File: config.mk
export PLATFORM = sky130hd
export DESIGN_NAME = ridc_top
export DESIGN_NICKNAME = d
export VERILOG_FILES = /design/src/design/ridc_crc8.v /design/src/design/ridc_fifo2.v /design/src/design/ridc_top.v
export VERILOG_INCLUDE_DIRS = /design/src /design/src/design
export SDC_FILE = /design/constraint.sdc
export NUM_CORES = 1
export LEC_CHECK = 0
export BUFFER_PORTS_ARGS = -buffer_cell sky130_fd_sc_hd__buf_4
export CORE_AREA = 4 4 102 104
export CTS_CLUSTER_DIAMETER = 100
export DETAILED_ROUTE_END_ITERATION = 6
export DIE_AREA = 0 0 106 108
export GPL_TIMING_DRIVEN = 0
export HOLD_SLACK_MARGIN = 0.12
export MAX_ROUTING_LAYER = met4
export PLACE_DENSITY_LB_ADDON = 0.2
export SYNTH_ARGS = -nofsm -noshare
export SYNTH_HDL_FRONTEND = slang
export SYNTH_SLANG_ARGS = --single-unit
File: constraint.sdc
create_clock -name mclk_i -period 3.95 [get_ports mclk_i]
set_clock_uncertainty 0.15 [all_clocks]
set_input_delay 0.79 -clock mclk_i [delete_from_list [all_inputs] [get_ports mclk_i]]
set_output_delay 0.79 -clock mclk_i [all_outputs]
set_load 0.01 [all_outputs]
File: src/design/ridc_defs.vh
/*
 * Constants for the identity store and its serial CRC-8 check.
 * Assumes it is included by bare name from every design file that needs it.
 */
// Behaviour
// - The identity word is 64 bits, with an 8-bit family code at the bottom and a 48-bit serial number above it.
// - The top 8 bits of the identity word are a check byte computed over the 56 family and serial bits.
// - The check byte comes from an 8-bit shift register whose XOR taps give the polynomial x^8 + x^5 + x^4 + 1.
// - Every stage of the check register is cleared to zero before the first bit is accumulated.
// - Bits enter the check register one per step, family code first from its lowest bit, then the serial number.
// - Shifting the 8 check bits in after the 56 data bits leaves the register at zero, which marks a pass.
// - Only after one of five identity-level commands has completed is one of four memory commands accepted.
// - Every byte on the link, in either direction, moves least significant bit first.
`ifndef RIDC_DEFS_VH
`define RIDC_DEFS_VH

// ----------------------------------------------------------------------
// Identity word layout
// ----------------------------------------------------------------------
`define RIDC_ID_W 64
`define RIDC_FAMILY_LSB 0
`define RIDC_FAMILY_W 8
`define RIDC_SERIAL_LSB 8
`define RIDC_SERIAL_W 48
`define RIDC_CHECK_LSB 56
`define RIDC_CHECK_W 8
`define RIDC_DATA_BITS 56

// ----------------------------------------------------------------------
// Check register
// ----------------------------------------------------------------------
`define RIDC_CRC_INIT 8'h00
`define RIDC_CRC_POLY_REV 8'h8C
`define RIDC_INIT_LATCH 7'h38
`define RIDC_INIT_LAST 7'h40
`define RIDC_INIT_DONE 7'h41

// ----------------------------------------------------------------------
// Link framing
// ----------------------------------------------------------------------
`define RIDC_BYTE_W 8
`define RIDC_LAST_ID_BIT 6'h3F
`define RIDC_LAST_BYTE_BIT 3'h7

`endif

File: src/design/ridc_crc8.v
/*
 * Serial CRC-8 generator, one bit per enabled clock, lowest bit first.
 * Assumes the caller clears it before a new word and holds en_i low otherwise.
 */
`timescale 1ns/1ps
`include "ridc_defs.vh"

module ridc_crc8 (
    input wire mclk_i,
    input wire resetn_i,
    input wire clr_i,
    input wire en_i,
    input wire bit_i,
    output wire [7:0] crc_o
);
    reg [7:0] crc_reg;
    wire fb;

    // -----------------------------------------------------------------
    // Feedback tap
    // -----------------------------------------------------------------
    // The reflected form lets the incoming bit meet stage 0 directly.
    assign fb = crc_reg[0] ^ bit_i;

    // Shift right and fold the feedback into the x^5 and x^4 stages.
    always @(posedge mclk_i or negedge resetn_i) begin
        if (!resetn_i) begin
            crc_reg <= `RIDC_CRC_INIT;
        end else if (clr_i) begin
            crc_reg <= `RIDC_CRC_INIT;
        end else if (en_i) begin
            crc_reg <= {fb, crc_reg[7:1]} ^ (fb ? (`RIDC_CRC_POLY_REV & 8'h7F) : 8'h00);
        end
    end

    assign crc_o = crc_reg;
endmodule

File: src/design/ridc_fifo2.v
/*
 * Small FIFO with valid and ready on both sides, default two entries.
 * Assumes DEPTH is a power of two and the drain side may stall at will.
 */
`timescale 1ns/1ps

module ridc_fifo2 #(
    parameter WIDTH = 1,
    parameter DEPTH = 2,
    parameter AW = 1
) (
    input wire mclk_i,
    input wire resetn_i,
    input wire flush_i,
    input wire in_valid_i,
    input wire [WIDTH-1:0] in_data_i,
    output wire in_ready_o,
    output wire out_valid_o,
    output wire [WIDTH-1:0] out_data_o,
    input wire out_ready_i
);
    reg [WIDTH-1:0] mem_reg [0:DEPTH-1];
    reg [AW-1:0] wr_ptr_reg;
    reg [AW-1:0] rd_ptr_reg;
    reg [AW:0] count_reg;
    wire push;
    wire pop;
    integer i;

    // -----------------------------------------------------------------
    // Handshakes
    // -----------------------------------------------------------------
    // Full and empty come from the occupancy count, so neither side lies.
    assign in_ready_o = (count_reg != DEPTH[AW:0]);
    assign out_valid_o = (count_reg != {(AW+1){1'b0}});
    assign push = in_valid_i && in_ready_o;
    assign pop = out_valid_o && out_ready_i;
    assign out_data_o = mem_reg[rd_ptr_reg];

    // Storage and pointers; a flush drops whatever a dead frame left.
    always @(posedge mclk_i or negedge resetn_i) begin
        if (!resetn_i) begin
            wr_ptr_reg <= {AW{1'b0}};
            rd_ptr_reg <= {AW{1'b0}};
            count_reg <= {(AW+1){1'b0}};
            for (i = 0; i < DEPTH; i = i + 1) begin
                mem_reg[i] <= {WIDTH{1'b0}};
            end
        end else if (flush_i) begin
            wr_ptr_reg <= {AW{1'b0}};
            rd_ptr_reg <= {AW{1'b0}};
            count_reg <= {(AW+1){1'b0}};
        end else begin
            if (push) begin
                mem_reg[wr_ptr_reg] <= in_data_i;
                wr_ptr_reg <= wr_ptr_reg + {{(AW-1){1'b0}}, 1'b1};
            end
            if (pop) begin
                rd_ptr_reg <= rd_ptr_reg + {{(AW-1){1'b0}}, 1'b1};
            end
            if (push && !pop) begin
                count_reg <= count_reg + {{AW{1'b0}}, 1'b1};
            end else if (pop && !push) begin
                count_reg <= count_reg - {{AW{1'b0}}, 1'b1};
            end
        end
    end
endmodule

File: src/design/ridc_top.v
/*
 * Identity store of a single-wire slave: 64-bit identity with its CRC-8
 * check byte, the identity-level command layer, and the gate that admits
 * memory commands only after a successful identity command.
 * Assumes link bits arrive already sliced, one rx_valid_i pulse per bit,
 * and that link_reset_i pulses once for each reset and presence cycle.
 */
`timescale 1ns/1ps
`include "ridc_defs.vh"

module ridc_top #(
    parameter [7:0] FAMILY_CODE = 8'h5A,              // Arbitrary value.
    parameter [47:0] SERIAL_NUMBER = 48'h0123456789AB, // Arbitrary value.
    parameter [7:0] CMD_READ_ID = 8'hA1,
    parameter [7:0] CMD_MATCH_ID = 8'hA2,
    parameter [7:0] CMD_SEARCH_ID = 8'hA3,
    parameter [7:0] CMD_SKIP_ID = 8'hA4,
    parameter [7:0] CMD_RESUME = 8'hA5,
    parameter [7:0] CMD_MEM_0 = 8'hB1,
    parameter [7:0] CMD_MEM_1 = 8'hB2,
    parameter [7:0] CMD_MEM_2 = 8'hB3,
    parameter [7:0] CMD_MEM_3 = 8'hB4
) (
    input wire mclk_i,
    input wire resetn_i,
    input wire link_reset_i,
    input wire rx_valid_i,
    input wire rx_bit_i,
    input wire tx_ready_i,
    output wire tx_valid_o,
    output wire tx_bit_o,
    output wire id_ready_o,
    output wire id_crc_ok_o,
    output wire [7:0] id_crc_o,
    output wire selected_o,
    output wire mem_cmd_valid_o,
    output wire [7:0] mem_cmd_o,
    output wire mem_data_valid_o,
    output wire [7:0] mem_data_o,
    output wire cmd_reject_o
);
    // -----------------------------------------------------------------
    // States
    // -----------------------------------------------------------------
    localparam [7:0] S_INIT = 8'h01;
    localparam [7:0] S_IDLE = 8'h02;
    localparam [7:0] S_ROMCMD = 8'h04;
    localparam [7:0] S_READ = 8'h08;
    localparam [7:0] S_MATCH = 8'h10;
    localparam [7:0] S_SEARCH = 8'h20;
    localparam [7:0] S_MEMCMD = 8'h40;
    localparam [7:0] S_DATA = 8'h80;

    localparam [1:0] PH_TRUE = 2'h0;
    localparam [1:0] PH_COMP = 2'h1;
    localparam [1:0] PH_PICK = 2'h2;

    reg [7:0] state_reg;
    reg [6:0] init_cnt_reg;
    reg [7:0] id_crc_reg;
    reg id_ready_reg;
    reg id_crc_ok_reg;
    reg [5:0] idx_reg;
    reg [1:0] phase_reg;
    reg mismatch_reg;
    reg [7:0] rx_shift_reg;
    reg [2:0] rx_cnt_reg;
    reg selected_reg;
    reg resume_reg;
    reg mem_cmd_valid_reg;
    reg [7:0] mem_cmd_reg;
    reg mem_data_valid_reg;
    reg [7:0] mem_data_reg;
    reg cmd_reject_reg;

    wire [63:0] id_word;
    wire [7:0] crc_out;
    wire [2:0] crc_sel;
    wire crc_clr;
    wire crc_en;
    wire crc_bit;
    wire id_bit;
    wire [7:0] rx_byte;
    wire byte_done;
    wire push_valid;
    wire push_bit;
    wire push_ready;
    wire push_fire;
    wire is_mem_cmd;
    wire is_rom_cmd;

    // -----------------------------------------------------------------
    // Identity word
    // -----------------------------------------------------------------
    // Family code in the low byte, serial above it, check byte on top.
    assign id_word[`RIDC_FAMILY_LSB +: `RIDC_FAMILY_W] = FAMILY_CODE;
    assign id_word[`RIDC_SERIAL_LSB +: `RIDC_SERIAL_W] = SERIAL_NUMBER;
    assign id_word[`RIDC_CHECK_LSB +: `RIDC_CHECK_W] = id_crc_reg;
    assign id_bit = id_word[idx_reg];

    // -----------------------------------------------------------------
    // Check byte generation after reset
    // -----------------------------------------------------------------
    // Steps 0..55 feed data bits, step 56 only latches the result, and
    // steps 57..64 feed the latched byte back so the register must empty.
    assign crc_sel = init_cnt_reg[2:0] - 3'h1;
    assign crc_clr = (state_reg != S_INIT); // Parked at zero once the self-check is over.
    assign crc_en = (state_reg == S_INIT) && (init_cnt_reg != `RIDC_INIT_LATCH) &&
                    (init_cnt_reg <= `RIDC_INIT_LAST);
    assign crc_bit = (init_cnt_reg < `RIDC_INIT_LATCH) ?
                     id_word[init_cnt_reg[5:0]] : id_crc_reg[crc_sel];

    ridc_crc8 u_crc (
        .mclk_i(mclk_i),
        .resetn_i(resetn_i),
        .clr_i(crc_clr),
        .en_i(crc_en),
        .bit_i(crc_bit),
        .crc_o(crc_out)
    );

    // -----------------------------------------------------------------
    // Receive byte assembly
    // -----------------------------------------------------------------
    // The first bit on the wire lands in bit 0 of the byte.
    assign rx_byte = {rx_bit_i, rx_shift_reg[7:1]};
    assign byte_done = rx_valid_i && (rx_cnt_reg == `RIDC_LAST_BYTE_BIT);

    assign is_rom_cmd = (rx_byte == CMD_READ_ID) || (rx_byte == CMD_MATCH_ID) ||
                        (rx_byte == CMD_SEARCH_ID) || (rx_byte == CMD_SKIP_ID) ||
                        (rx_byte == CMD_RESUME);
    assign is_mem_cmd = (rx_byte == CMD_MEM_0) || (rx_byte == CMD_MEM_1) ||
                        (rx_byte == CMD_MEM_2) || (rx_byte == CMD_MEM_3);

    // -----------------------------------------------------------------
    // Transmit path through the two-entry buffer
    // -----------------------------------------------------------------
    // Identity bits leave lowest first; search sends each bit then its
    // complement. The buffer ready stalls the index, so no bit is lost.
    assign push_valid = (state_reg == S_READ) ||
                        ((state_reg == S_SEARCH) && (phase_reg != PH_PICK));
    assign push_bit = ((state_reg == S_SEARCH) && (phase_reg == PH_COMP)) ? ~id_bit : id_bit;
    assign push_fire = push_valid && push_ready;

    ridc_fifo2 #(
        .WIDTH(1),
        .DEPTH(2),
        .AW(1)
    ) u_txbuf (
        .mclk_i(mclk_i),
        .resetn_i(resetn_i),
        .flush_i(link_reset_i),
        .in_valid_i(push_valid),
        .in_data_i(push_bit),
        .in_ready_o(push_ready),
        .out_valid_o(tx_valid_o),
        .out_data_o(tx_bit_o),
        .out_ready_i(tx_ready_i)
    );

    // -----------------------------------------------------------------
    // Bit counter of the receive side
    // -----------------------------------------------------------------
    // Realigned on each link reset; in the identity phases it keeps
    // counting but only the byte states act on whole bytes.
    always @(posedge mclk_i or negedge resetn_i) begin
        if (!resetn_i) begin
            rx_shift_reg <= 8'h00;
            rx_cnt_reg <= 3'h0;
        end else if (link_reset_i) begin
            rx_shift_reg <= 8'h00;
            rx_cnt_reg <= 3'h0;
        end else if (rx_valid_i) begin
            rx_shift_reg <= rx_byte;
            rx_cnt_reg <= rx_cnt_reg + 3'h1;
        end
    end

    // -----------------------------------------------------------------
    // Main sequencer
    // -----------------------------------------------------------------
    // A link reset always wins and returns to the command byte, except
    // while the check byte is still being built.
    always @(posedge mclk_i or negedge resetn_i) begin
        if (!resetn_i) begin
            state_reg <= S_INIT;
            init_cnt_reg <= 7'h00;
            id_crc_reg <= 8'h00;
            id_ready_reg <= 1'b0;
            id_crc_ok_reg <= 1'b0;
            idx_reg <= 6'h00;
            phase_reg <= PH_TRUE;
            mismatch_reg <= 1'b0;
            selected_reg <= 1'b0;
            resume_reg <= 1'b0;
            mem_cmd_valid_reg <= 1'b0;
            mem_cmd_reg <= 8'h00;
            mem_data_valid_reg <= 1'b0;
            mem_data_reg <= 8'h00;
            cmd_reject_reg <= 1'b0;
        end else begin
            mem_cmd_valid_reg <= 1'b0;
            mem_data_valid_reg <= 1'b0;
            cmd_reject_reg <= 1'b0;
            if (link_reset_i && (state_reg != S_INIT)) begin
                state_reg <= S_ROMCMD;
                idx_reg <= 6'h00;
                phase_reg <= PH_TRUE;
                mismatch_reg <= 1'b0;
                selected_reg <= 1'b0;
            end else begin
                case (state_reg)
                    S_INIT: begin
                        init_cnt_reg <= init_cnt_reg + 7'h01;
                        if (init_cnt_reg == `RIDC_INIT_LATCH) begin
                            id_crc_reg <= crc_out;
                        end
                        if (init_cnt_reg == `RIDC_INIT_DONE) begin
                            id_crc_ok_reg <= (crc_out == 8'h00);
                            id_ready_reg <= 1'b1;
                            state_reg <= S_IDLE;
                        end
                    end
                    S_IDLE: begin
                        state_reg <= S_IDLE;
                    end
                    S_ROMCMD: begin
                        if (byte_done) begin
                            if (rx_byte == CMD_READ_ID) begin
                                state_reg <= S_READ;
                            end else if (rx_byte == CMD_MATCH_ID) begin
                                state_reg <= S_MATCH;
                            end else if (rx_byte == CMD_SEARCH_ID) begin
                                state_reg <= S_SEARCH;
                            end else if (rx_byte == CMD_SKIP_ID) begin
                                resume_reg <= 1'b0;
                                selected_reg <= 1'b1;
                                state_reg <= S_MEMCMD;
                            end else if ((rx_byte == CMD_RESUME) && resume_reg) begin
                                selected_reg <= 1'b1;
                                state_reg <= S_MEMCMD;
                            end else begin
                                // Memory codes here are refused too.
                                cmd_reject_reg <= !is_rom_cmd || is_mem_cmd;
                                state_reg <= S_IDLE;
                            end
                        end
                    end
                    S_READ: begin
                        if (push_fire) begin
                            idx_reg <= idx_reg + 6'h01;
                            if (idx_reg == `RIDC_LAST_ID_BIT) begin
                                resume_reg <= 1'b1;
                                selected_reg <= 1'b1;
                                state_reg <= S_MEMCMD;
                            end
                        end
                    end
                    S_MATCH: begin
                        if (rx_valid_i) begin
                            idx_reg <= idx_reg + 6'h01;
                            if (idx_reg == `RIDC_LAST_ID_BIT) begin
                                if (mismatch_reg || (rx_bit_i != id_bit)) begin
                                    state_reg <= S_IDLE;
                                end else begin
                                    resume_reg <= 1'b1;
                                    selected_reg <= 1'b1;
                                    state_reg <= S_MEMCMD;
                                end
                            end else if (rx_bit_i != id_bit) begin
                                mismatch_reg <= 1'b1;
                            end
                        end
                    end
                    S_SEARCH: begin
                        if (push_fire) begin
                            phase_reg <= (phase_reg == PH_TRUE) ? PH_COMP : PH_PICK;
                        end else if ((phase_reg == PH_PICK) && rx_valid_i) begin
                            // A master choosing the other branch drops us out.
                            if (rx_bit_i != id_bit) begin
                                state_reg <= S_IDLE;
                            end else if (idx_reg == `RIDC_LAST_ID_BIT) begin
                                resume_reg <= 1'b1;
                                selected_reg <= 1'b1;
                                state_reg <= S_MEMCMD;
                            end else begin
                                idx_reg <= idx_reg + 6'h01;
                                phase_reg <= PH_TRUE;
                            end
                        end
                    end
                    S_MEMCMD: begin
                        if (byte_done) begin
                            if (is_mem_cmd && selected_reg) begin
                                mem_cmd_valid_reg <= 1'b1;
                                mem_cmd_reg <= rx_byte;
                                state_reg <= S_DATA;
                            end else begin
                                cmd_reject_reg <= 1'b1;
                                state_reg <= S_IDLE;
                            end
                        end
                    end
                    S_DATA: begin
                        if (byte_done) begin
                            mem_data_valid_reg <= 1'b1;
                            mem_data_reg <= rx_byte;
                        end
                    end
                    default: begin
                        state_reg <= S_IDLE;
                    end
                endcase
            end
        end
    end

    // -----------------------------------------------------------------
    // Outputs
    // -----------------------------------------------------------------
    assign id_ready_o = id_ready_reg;
    assign id_crc_ok_o = id_crc_ok_reg;
    assign id_crc_o = id_crc_reg;
    assign selected_o = selected_reg;
    assign mem_cmd_valid_o = mem_cmd_valid_reg;
    assign mem_cmd_o = mem_cmd_reg;
    assign mem_data_valid_o = mem_data_valid_reg;
    assign mem_data_o = mem_data_reg;
    assign cmd_reject_o = cmd_reject_reg;
endmodule

==> results of run 1 <==
-- through the flow --
stage / setup WS (ns) / instances / util [%] / hold WS (ns)
floorplan: 1.039 / 472 / - / 0.3172
global placement: 0.7892 / 640 / 53.73 / 0.3026
detailed placement: 0.7063 / 640 / 53.73 / 0.3072
CTS: 0.6618 / 655 / 56.20 / 0.3274
global route: 0.4193 / 655 / 56.20 / 0.3451
finish: 0.6498 / 655 / 56.20 / 0.3236
-- report_power, final --
group,internal [mW],switching [mW],leakage [nW]
Sequential,0.826,0.0246,1.09
Combinational,0.121,0.200,1.20
Clock,0.419,0.300,0.117
Total,1.37,0.524,2.41
-- logic make-up after synthesis --
family / after synthesis
buffers and inverters: 40
AO/OA/AOI/OAI: 86
flip-flops: 79
AND/OR/NAND/NOR: 179
XOR/XNOR: 17
multiplexers: 56
adder cells (fa/ha/maj): 15
-- cells in the final DEF (no fill, tap or decap), types with 9 or more instances in the layout --
cell type / Yosys / routed
nor2b_1: 9 / 9
nor3_1: 9 / 9
dfrtp_1: 78 / 78
clkbuf_1: 16 / 17
inv_1: 13 / 13
nor2_1: 50 / 50
clkbuf_8: 0 / 9
xnor2_1: 9 / 9
nand2b_1: 16 / 16
ha_1: 15 / 15
nand3_1: 18 / 18
a21oi_1: 23 / 23
mux2i_1: 22 / 22
mux2_2: 28 / 28
nand2_1: 29 / 29
buf_4: 1 / 36
o21ai_0: 12 / 12
-- layout make-up --
cell class / count / area, µm²
buffer: 25 / 103.9
tap: 133 / 166.4
multi-input combinational: 353 / 2564
clock buffer: 10 / 127.6
fill: 883 / 4183
inverter: 15 / 56.30
sequential: 79 / 1978
timing repair buffer: 35 / 262.8
clock inverter: 5 / 107.6
-- worst max path at each step --
stage | slack (ns) | end
after global placement | 0.79 | id_crc_o[5]$_DFFE_PN0P_
after CTS | 0.66 | id_crc_o[3]$_DFFE_PN0P_
after floorplan | 1.04 | selected_o$_DFFE_PN0P_
after detailed placement | 0.71 | id_crc_o[1]$_DFFE_PN0P_
final | 0.65 | idx_reg[5]$_DFFE_PN0P_
after global routing | 0.42 | idx_reg[5]$_DFFE_PN0P_
-- critical path, stage by stage, from the launching register on --
cell and delay (ns):
dfrtp_1 0.40, buf_4 0.20, inv_2 0.09, ha_1 0.35, mux2i_1 0.18, mux2i_1 0.11, a32oi_1 0.35, a31oi_1 0.27
nor4_1 0.70, o211a_1 0.26, mux2i_1 0.18
-- per-layer routing --
metal  vias to the layer above  GRT usage (%)  part of all wire (%)
met5                         -              -                     0
li1                       1807              -                     -
met2                       106          30.10                    44
met4                         0          6.938                   1.7
met1                      1843          30.47                    49
met3                        20          3.582                   5.4
==> qor.csv, run 1 <==
metric,value,unit
status,completed,
cts hold-fix bufs,0,
top_reg_cell synth,dfrtp_1,
GP Congestion,0.9636,
"reg-to-reg slack, setup",0.65,ns
Routed WL,11.23,mm
site row count,36,
Clock Latency Late Sink,0.36,ns
mux share of post-synthesis cell area,14.26,%
average wire per standard cell,17.14,µm
Fin Setup TNS,0,ns
XOR/XNOR Fraction of Synth Area,3.167,%
Setup CP Type,reg -> reg,
vias per cell,5.765,
Post-DRT Antenna Nets,0,
period utilization,83.55,%
Vias,3776,
Final Hold Viols,0,
Slew @ Worst Pin,1.018,ns
clk buf depth,2,
number of max-cap violations,0,
I/O Buffers,35,
DIE WIDTH,106,µm
Top Ports,38,
post-synth cell types,72,
Pre-Repair DR Iteration Count,5,
Final min period,3.300,ns
# DRC,0,
reg2reg start,idx_reg[0]$_DFFE_PN0P_,
crit path DAT,3.42,ns
largest net degree at the start of global routing,80,
first-pass GRT wire length,18.59,mm
initial DRC count,305,
syn avg cell area,9.962,µm²
Final nets,539,
Max Fclk,303.0,MHz
Static Leak,2.413,nW
Mapped Cells,472,
share of cells above drive strength 1,20.88,%
Max-slew headroom,31.57,%
H-tree depth,3,
Worst-path clk slew,0.08,ns
Total Power,1.891,mW
synth cell count leaders,"dfrtp_1, nor2_1, nand2_1",
CTS tree,built,
unrepaired setup endpoints after global routing,false,
Post-Synth Simple-Gate Area,20.65,%
sequential fraction of the synthesis area,42.07,%
initial antenna violation count,0,
number of synthesized flops with an enable pin,0,
Synth Area in Adders,3.991,%
CP Data Required Time,4.07,ns
GR Overflow Total,0,
"top cells by area, synth","dfrtp_1, mux2_2, mux2i_1, ha_1, nor2_1",
DIE HEIGHT,108,µm
TritonCTS Buffers,9,
GRT Util Overall,21.03,%
vias in the first global route,3662,
Max rail drop VDD,0.2269,mV
DP Area,0.005131,mm²
Critical Path Start,idx_reg[0]$_DFFE_PN0P_,
Final Setup Violations,0,
Critical Path Fanout Max,8,
post-synth top area cell,dfrtp_1,
largest family of logic cells by synthesized area,simple AND/OR/NAND/NOR gates,
Synth Register Bits,79,
P per Cell Area,352.3,mW/mm²
Post-CTS Resized,0,
hold path startpoint,mem_cmd_o[5]$_DFFE_PN0P_,
hold endpoint,mem_cmd_o[5]$_DFFE_PN0P_,
R2R depth,10,
Synth Area in Compound Gates,12.45,%
Final Slew Violations,0,
clk sinks,79,
DP Wirelength,8.140,mm
Core ar.,0.009549,mm²
syn_nets,493,
critical path endpoint category,flip-flop,
CTS root buf,clkbuf_8,
post-synth top area share,41.51,%
die area,0.01145,mm²
ant diodes,0,
post-synthesis cell area,0.004702,mm²
hold path depth,1,
area delta synth->final,14.13,%
worst reg2reg path endpoint,idx_reg[5]$_DFFE_PN0P_,
HP Class,reg -> reg,
crit start category,flip-flop,
most common cell in the netlist,dfrtp_1,
Syn. warnings,0,
"FFs w/ async S/R, synth",100.0,%
Initial Utilization,49.24,%
"Setup Fix Bufs, Post-CTS",0,
cell area after layout,0.005366,mm²
No activity file was read; power rests on OpenSTA's default activity.
==> run 2, diff against run 1 <==
==> constraint.sdc (replaced) <==
create_clock -name mclk_i -period 3.05 [get_ports mclk_i]
set_clock_uncertainty 0.15 [all_clocks]
set_input_delay 0.61 -clock mclk_i [delete_from_list [all_inputs] [get_ports mclk_i]]
set_output_delay 0.61 -clock mclk_i [all_outputs]
set_load 0.01 [all_outputs]
==> run 2 against run 1 <==
Maximum frequency up 10%. Largest power group unchanged. Highest routed layer unchanged. Worst setup slack worse by 0.60 ns. Via count up 2.4%. Sequential power up 30%. Global-route usage up 0.19 points.
==> qor.csv, run 2 (synthesis results as in run 1) <==
metric,value,unit,change
vias per cell,5.840,,+1.3%
DP Area,0.005131,mm²,unchanged
Static Leak,2.480,nW,+2.8%
DIE HEIGHT,108,µm,unchanged
global-route met2 utilization,30.56,%,+0.46 points
Max Fclk,333.7,MHz,+10%
cts hold-fix bufs,0,,unchanged
M3 GR Usage,3.761,%,+0.18 points
cell area after layout,0.005527,mm²,+3.0%
reg2reg start,idx_reg[0]$_DFFE_PN0P_,,
Final Slew Violations,0,,unchanged
Routed WL,11.44,mm,+1.9%
Pre-Repair DR Iteration Count,6,,+1
"commonest non-fill, non-tap cell in the layout",dfrtp_1,,
most frequent cells in the layout,"dfrtp_1, nor2_1, buf_4",,
fin util,57.87,%,+1.7 points
Vias,3866,,+2.4%
Core ar.,0.009549,mm²,unchanged
period utilization,98.24,%,+15 points
first-pass GRT wire length,18.79,mm,+1.1%
GRT Util Overall,21.21,%,+0.19 points
TritonCTS Buffers,9,,unchanged
clk buf depth,2,,unchanged
area delta synth->final,17.54,%,
Initial Utilization,49.24,%,unchanged
die area,0.01145,mm²,unchanged
Max rail drop VDD,0.2962,mV,+31%
Top Ports,38,,unchanged
initial antenna violation count,0,,unchanged
DIE WIDTH,106,µm,unchanged
status,completed,,
Slew @ Worst Pin,1.000,ns,-0.01761 ns
# DRC,0,,unchanged
Post-DRT Antenna Nets,0,,unchanged
H-tree depth,3,,unchanged
met1 Resource Use GR,30.51,%,+0.039 points
Worst-path clk slew,0.09,ns,about the same
Final Hold Viols,0,,unchanged
initial DRC count,307,,+0.66%
Critical Path Start,idx_reg[0]$_DFFE_PN0P_,,
critical path endpoint category,flip-flop,,
GR peak layer,met2,,
CP Data Required Time,3.15,ns,-0.92 ns
largest net degree at the start of global routing,80,,unchanged
CTS tree,built,,
number of max-cap violations,0,,unchanged
clk sinks,79,,unchanged
GR Overflow Total,0,,unchanged
P per Cell Area,452.3,mW/mm²,+28%
DP Wirelength,8.140,mm,unchanged
crit path DAT,3.10,ns,-0.32 ns
CTS root buf,clkbuf_8,,
Max-slew headroom,33.31,%,+1.7 points
GP Congestion,0.9636,,unchanged
Clock Latency Late Sink,0.36,ns,about the same
Setup CP Type,reg -> reg,,
HP Class,in -> async,,
average wire per standard cell,17.27,µm,+0.78%
Final nets,546,,+1.3%
I/O Buffers,35,,unchanged
Worst Hold Slack,0.2172,ns,-0.1064 ns
crit start category,flip-flop,,
vias in the first global route,3723,,+1.7%
unrepaired setup endpoints after global routing,true,,
share of cells above drive strength 1,25.90,%,+5.0 points
ant diodes,0,,unchanged
Final min period,2.996,ns,-0.3038 ns
Final Setup Violations,0,,unchanged
Critical Path Fanout Max,6,,-2
site row count,36,,unchanged
## run 2: cell types whose count changed in the layout (fill, tap and decap cells not counted), sizes merged
cell	before	now
clkbuf	26	23
buf	44	54
## run 2: path summary, 6_finish.rpt
check                                               to  slack, ns  cells past startpoint
max in group asynchronous     state_reg[1]$_DFFE_PN0P_       1.76                      1
setup reg to reg                resume_reg$_DFFE_PN0P_       0.05                     11
min in group mclk_i           mem_cmd_o[5]$_DFFE_PN0P_       0.32                      1
setup / recovery                resume_reg$_DFFE_PN0P_       0.05                     11
hold / removal             init_cnt_reg[6]$_DFFE_PN0P_       0.22                      1
hold reg to reg               mem_cmd_o[5]$_DFFE_PN0P_       0.32                      1
## run 2: through the flow
| stage | TNS (ns) | setup slack (ns) | power [mW] | cells |
|---|---|---|---|---|
| after floorplan | 0 | 0.1390 | 1.415 | 472 |
| after global placement | -1.172 | -0.1108 | 1.525 | 640 |
| after detailed placement | -1.994 | -0.1937 | 1.530 | 640 |
| after CTS | 0 | 0.003914 | 2.471 | 660 |
| after global routing | -0.07070 | -0.04762 | 2.611 | 662 |
| final | 0 | 0.05365 | 2.499 | 662 |
## run 2: where the power goes
| group | switching (mW) | internal [mW] |
|---|---|---|
| sequential | 0.0372 | 1.07 |
| combinational | 0.274 | 0.185 |
| clock | 0.390 | 0.543 |
## run 2: metal layers
layer	wire length, µm	share of wire, %
met1	5449	48
met2	5160	45
met3	658	5.8
met4	167	1.5
met5	0	0
## run 2: area by class of cell
cell class              instances  area, µm²
clock inverters                 5      107.6
inverters                      15      56.30
clock buffers                  10      127.6
well taps                     133      166.4
repair buffers                 45      341.6
multi-input cells             353       2646
flip-flops and latches         79       1982
fillers                       867       4023
plain buffers                  22      98.84
## run 2: worst max-delay path, cell delays in order, from the launching register on
cell and delay [ns]:
dfrtp_1 0.39, buf_6 0.12, buf_4 0.10, ha_1 0.20
nand3_1 0.12, or2_2 0.31, clkbuf_1 0.20, a22oi_2 0.24
nand3_1 0.12, a221o_1 0.39, o31a_1 0.31, a311oi_2 0.24
## run 2: repair_timing
action | 4_1_cts | 5_1_grt
setup endpoints to repair | 17 | 21
resized for setup | 7 | 16
pin swaps | 1 | 12
setup buffers | 5 | 5
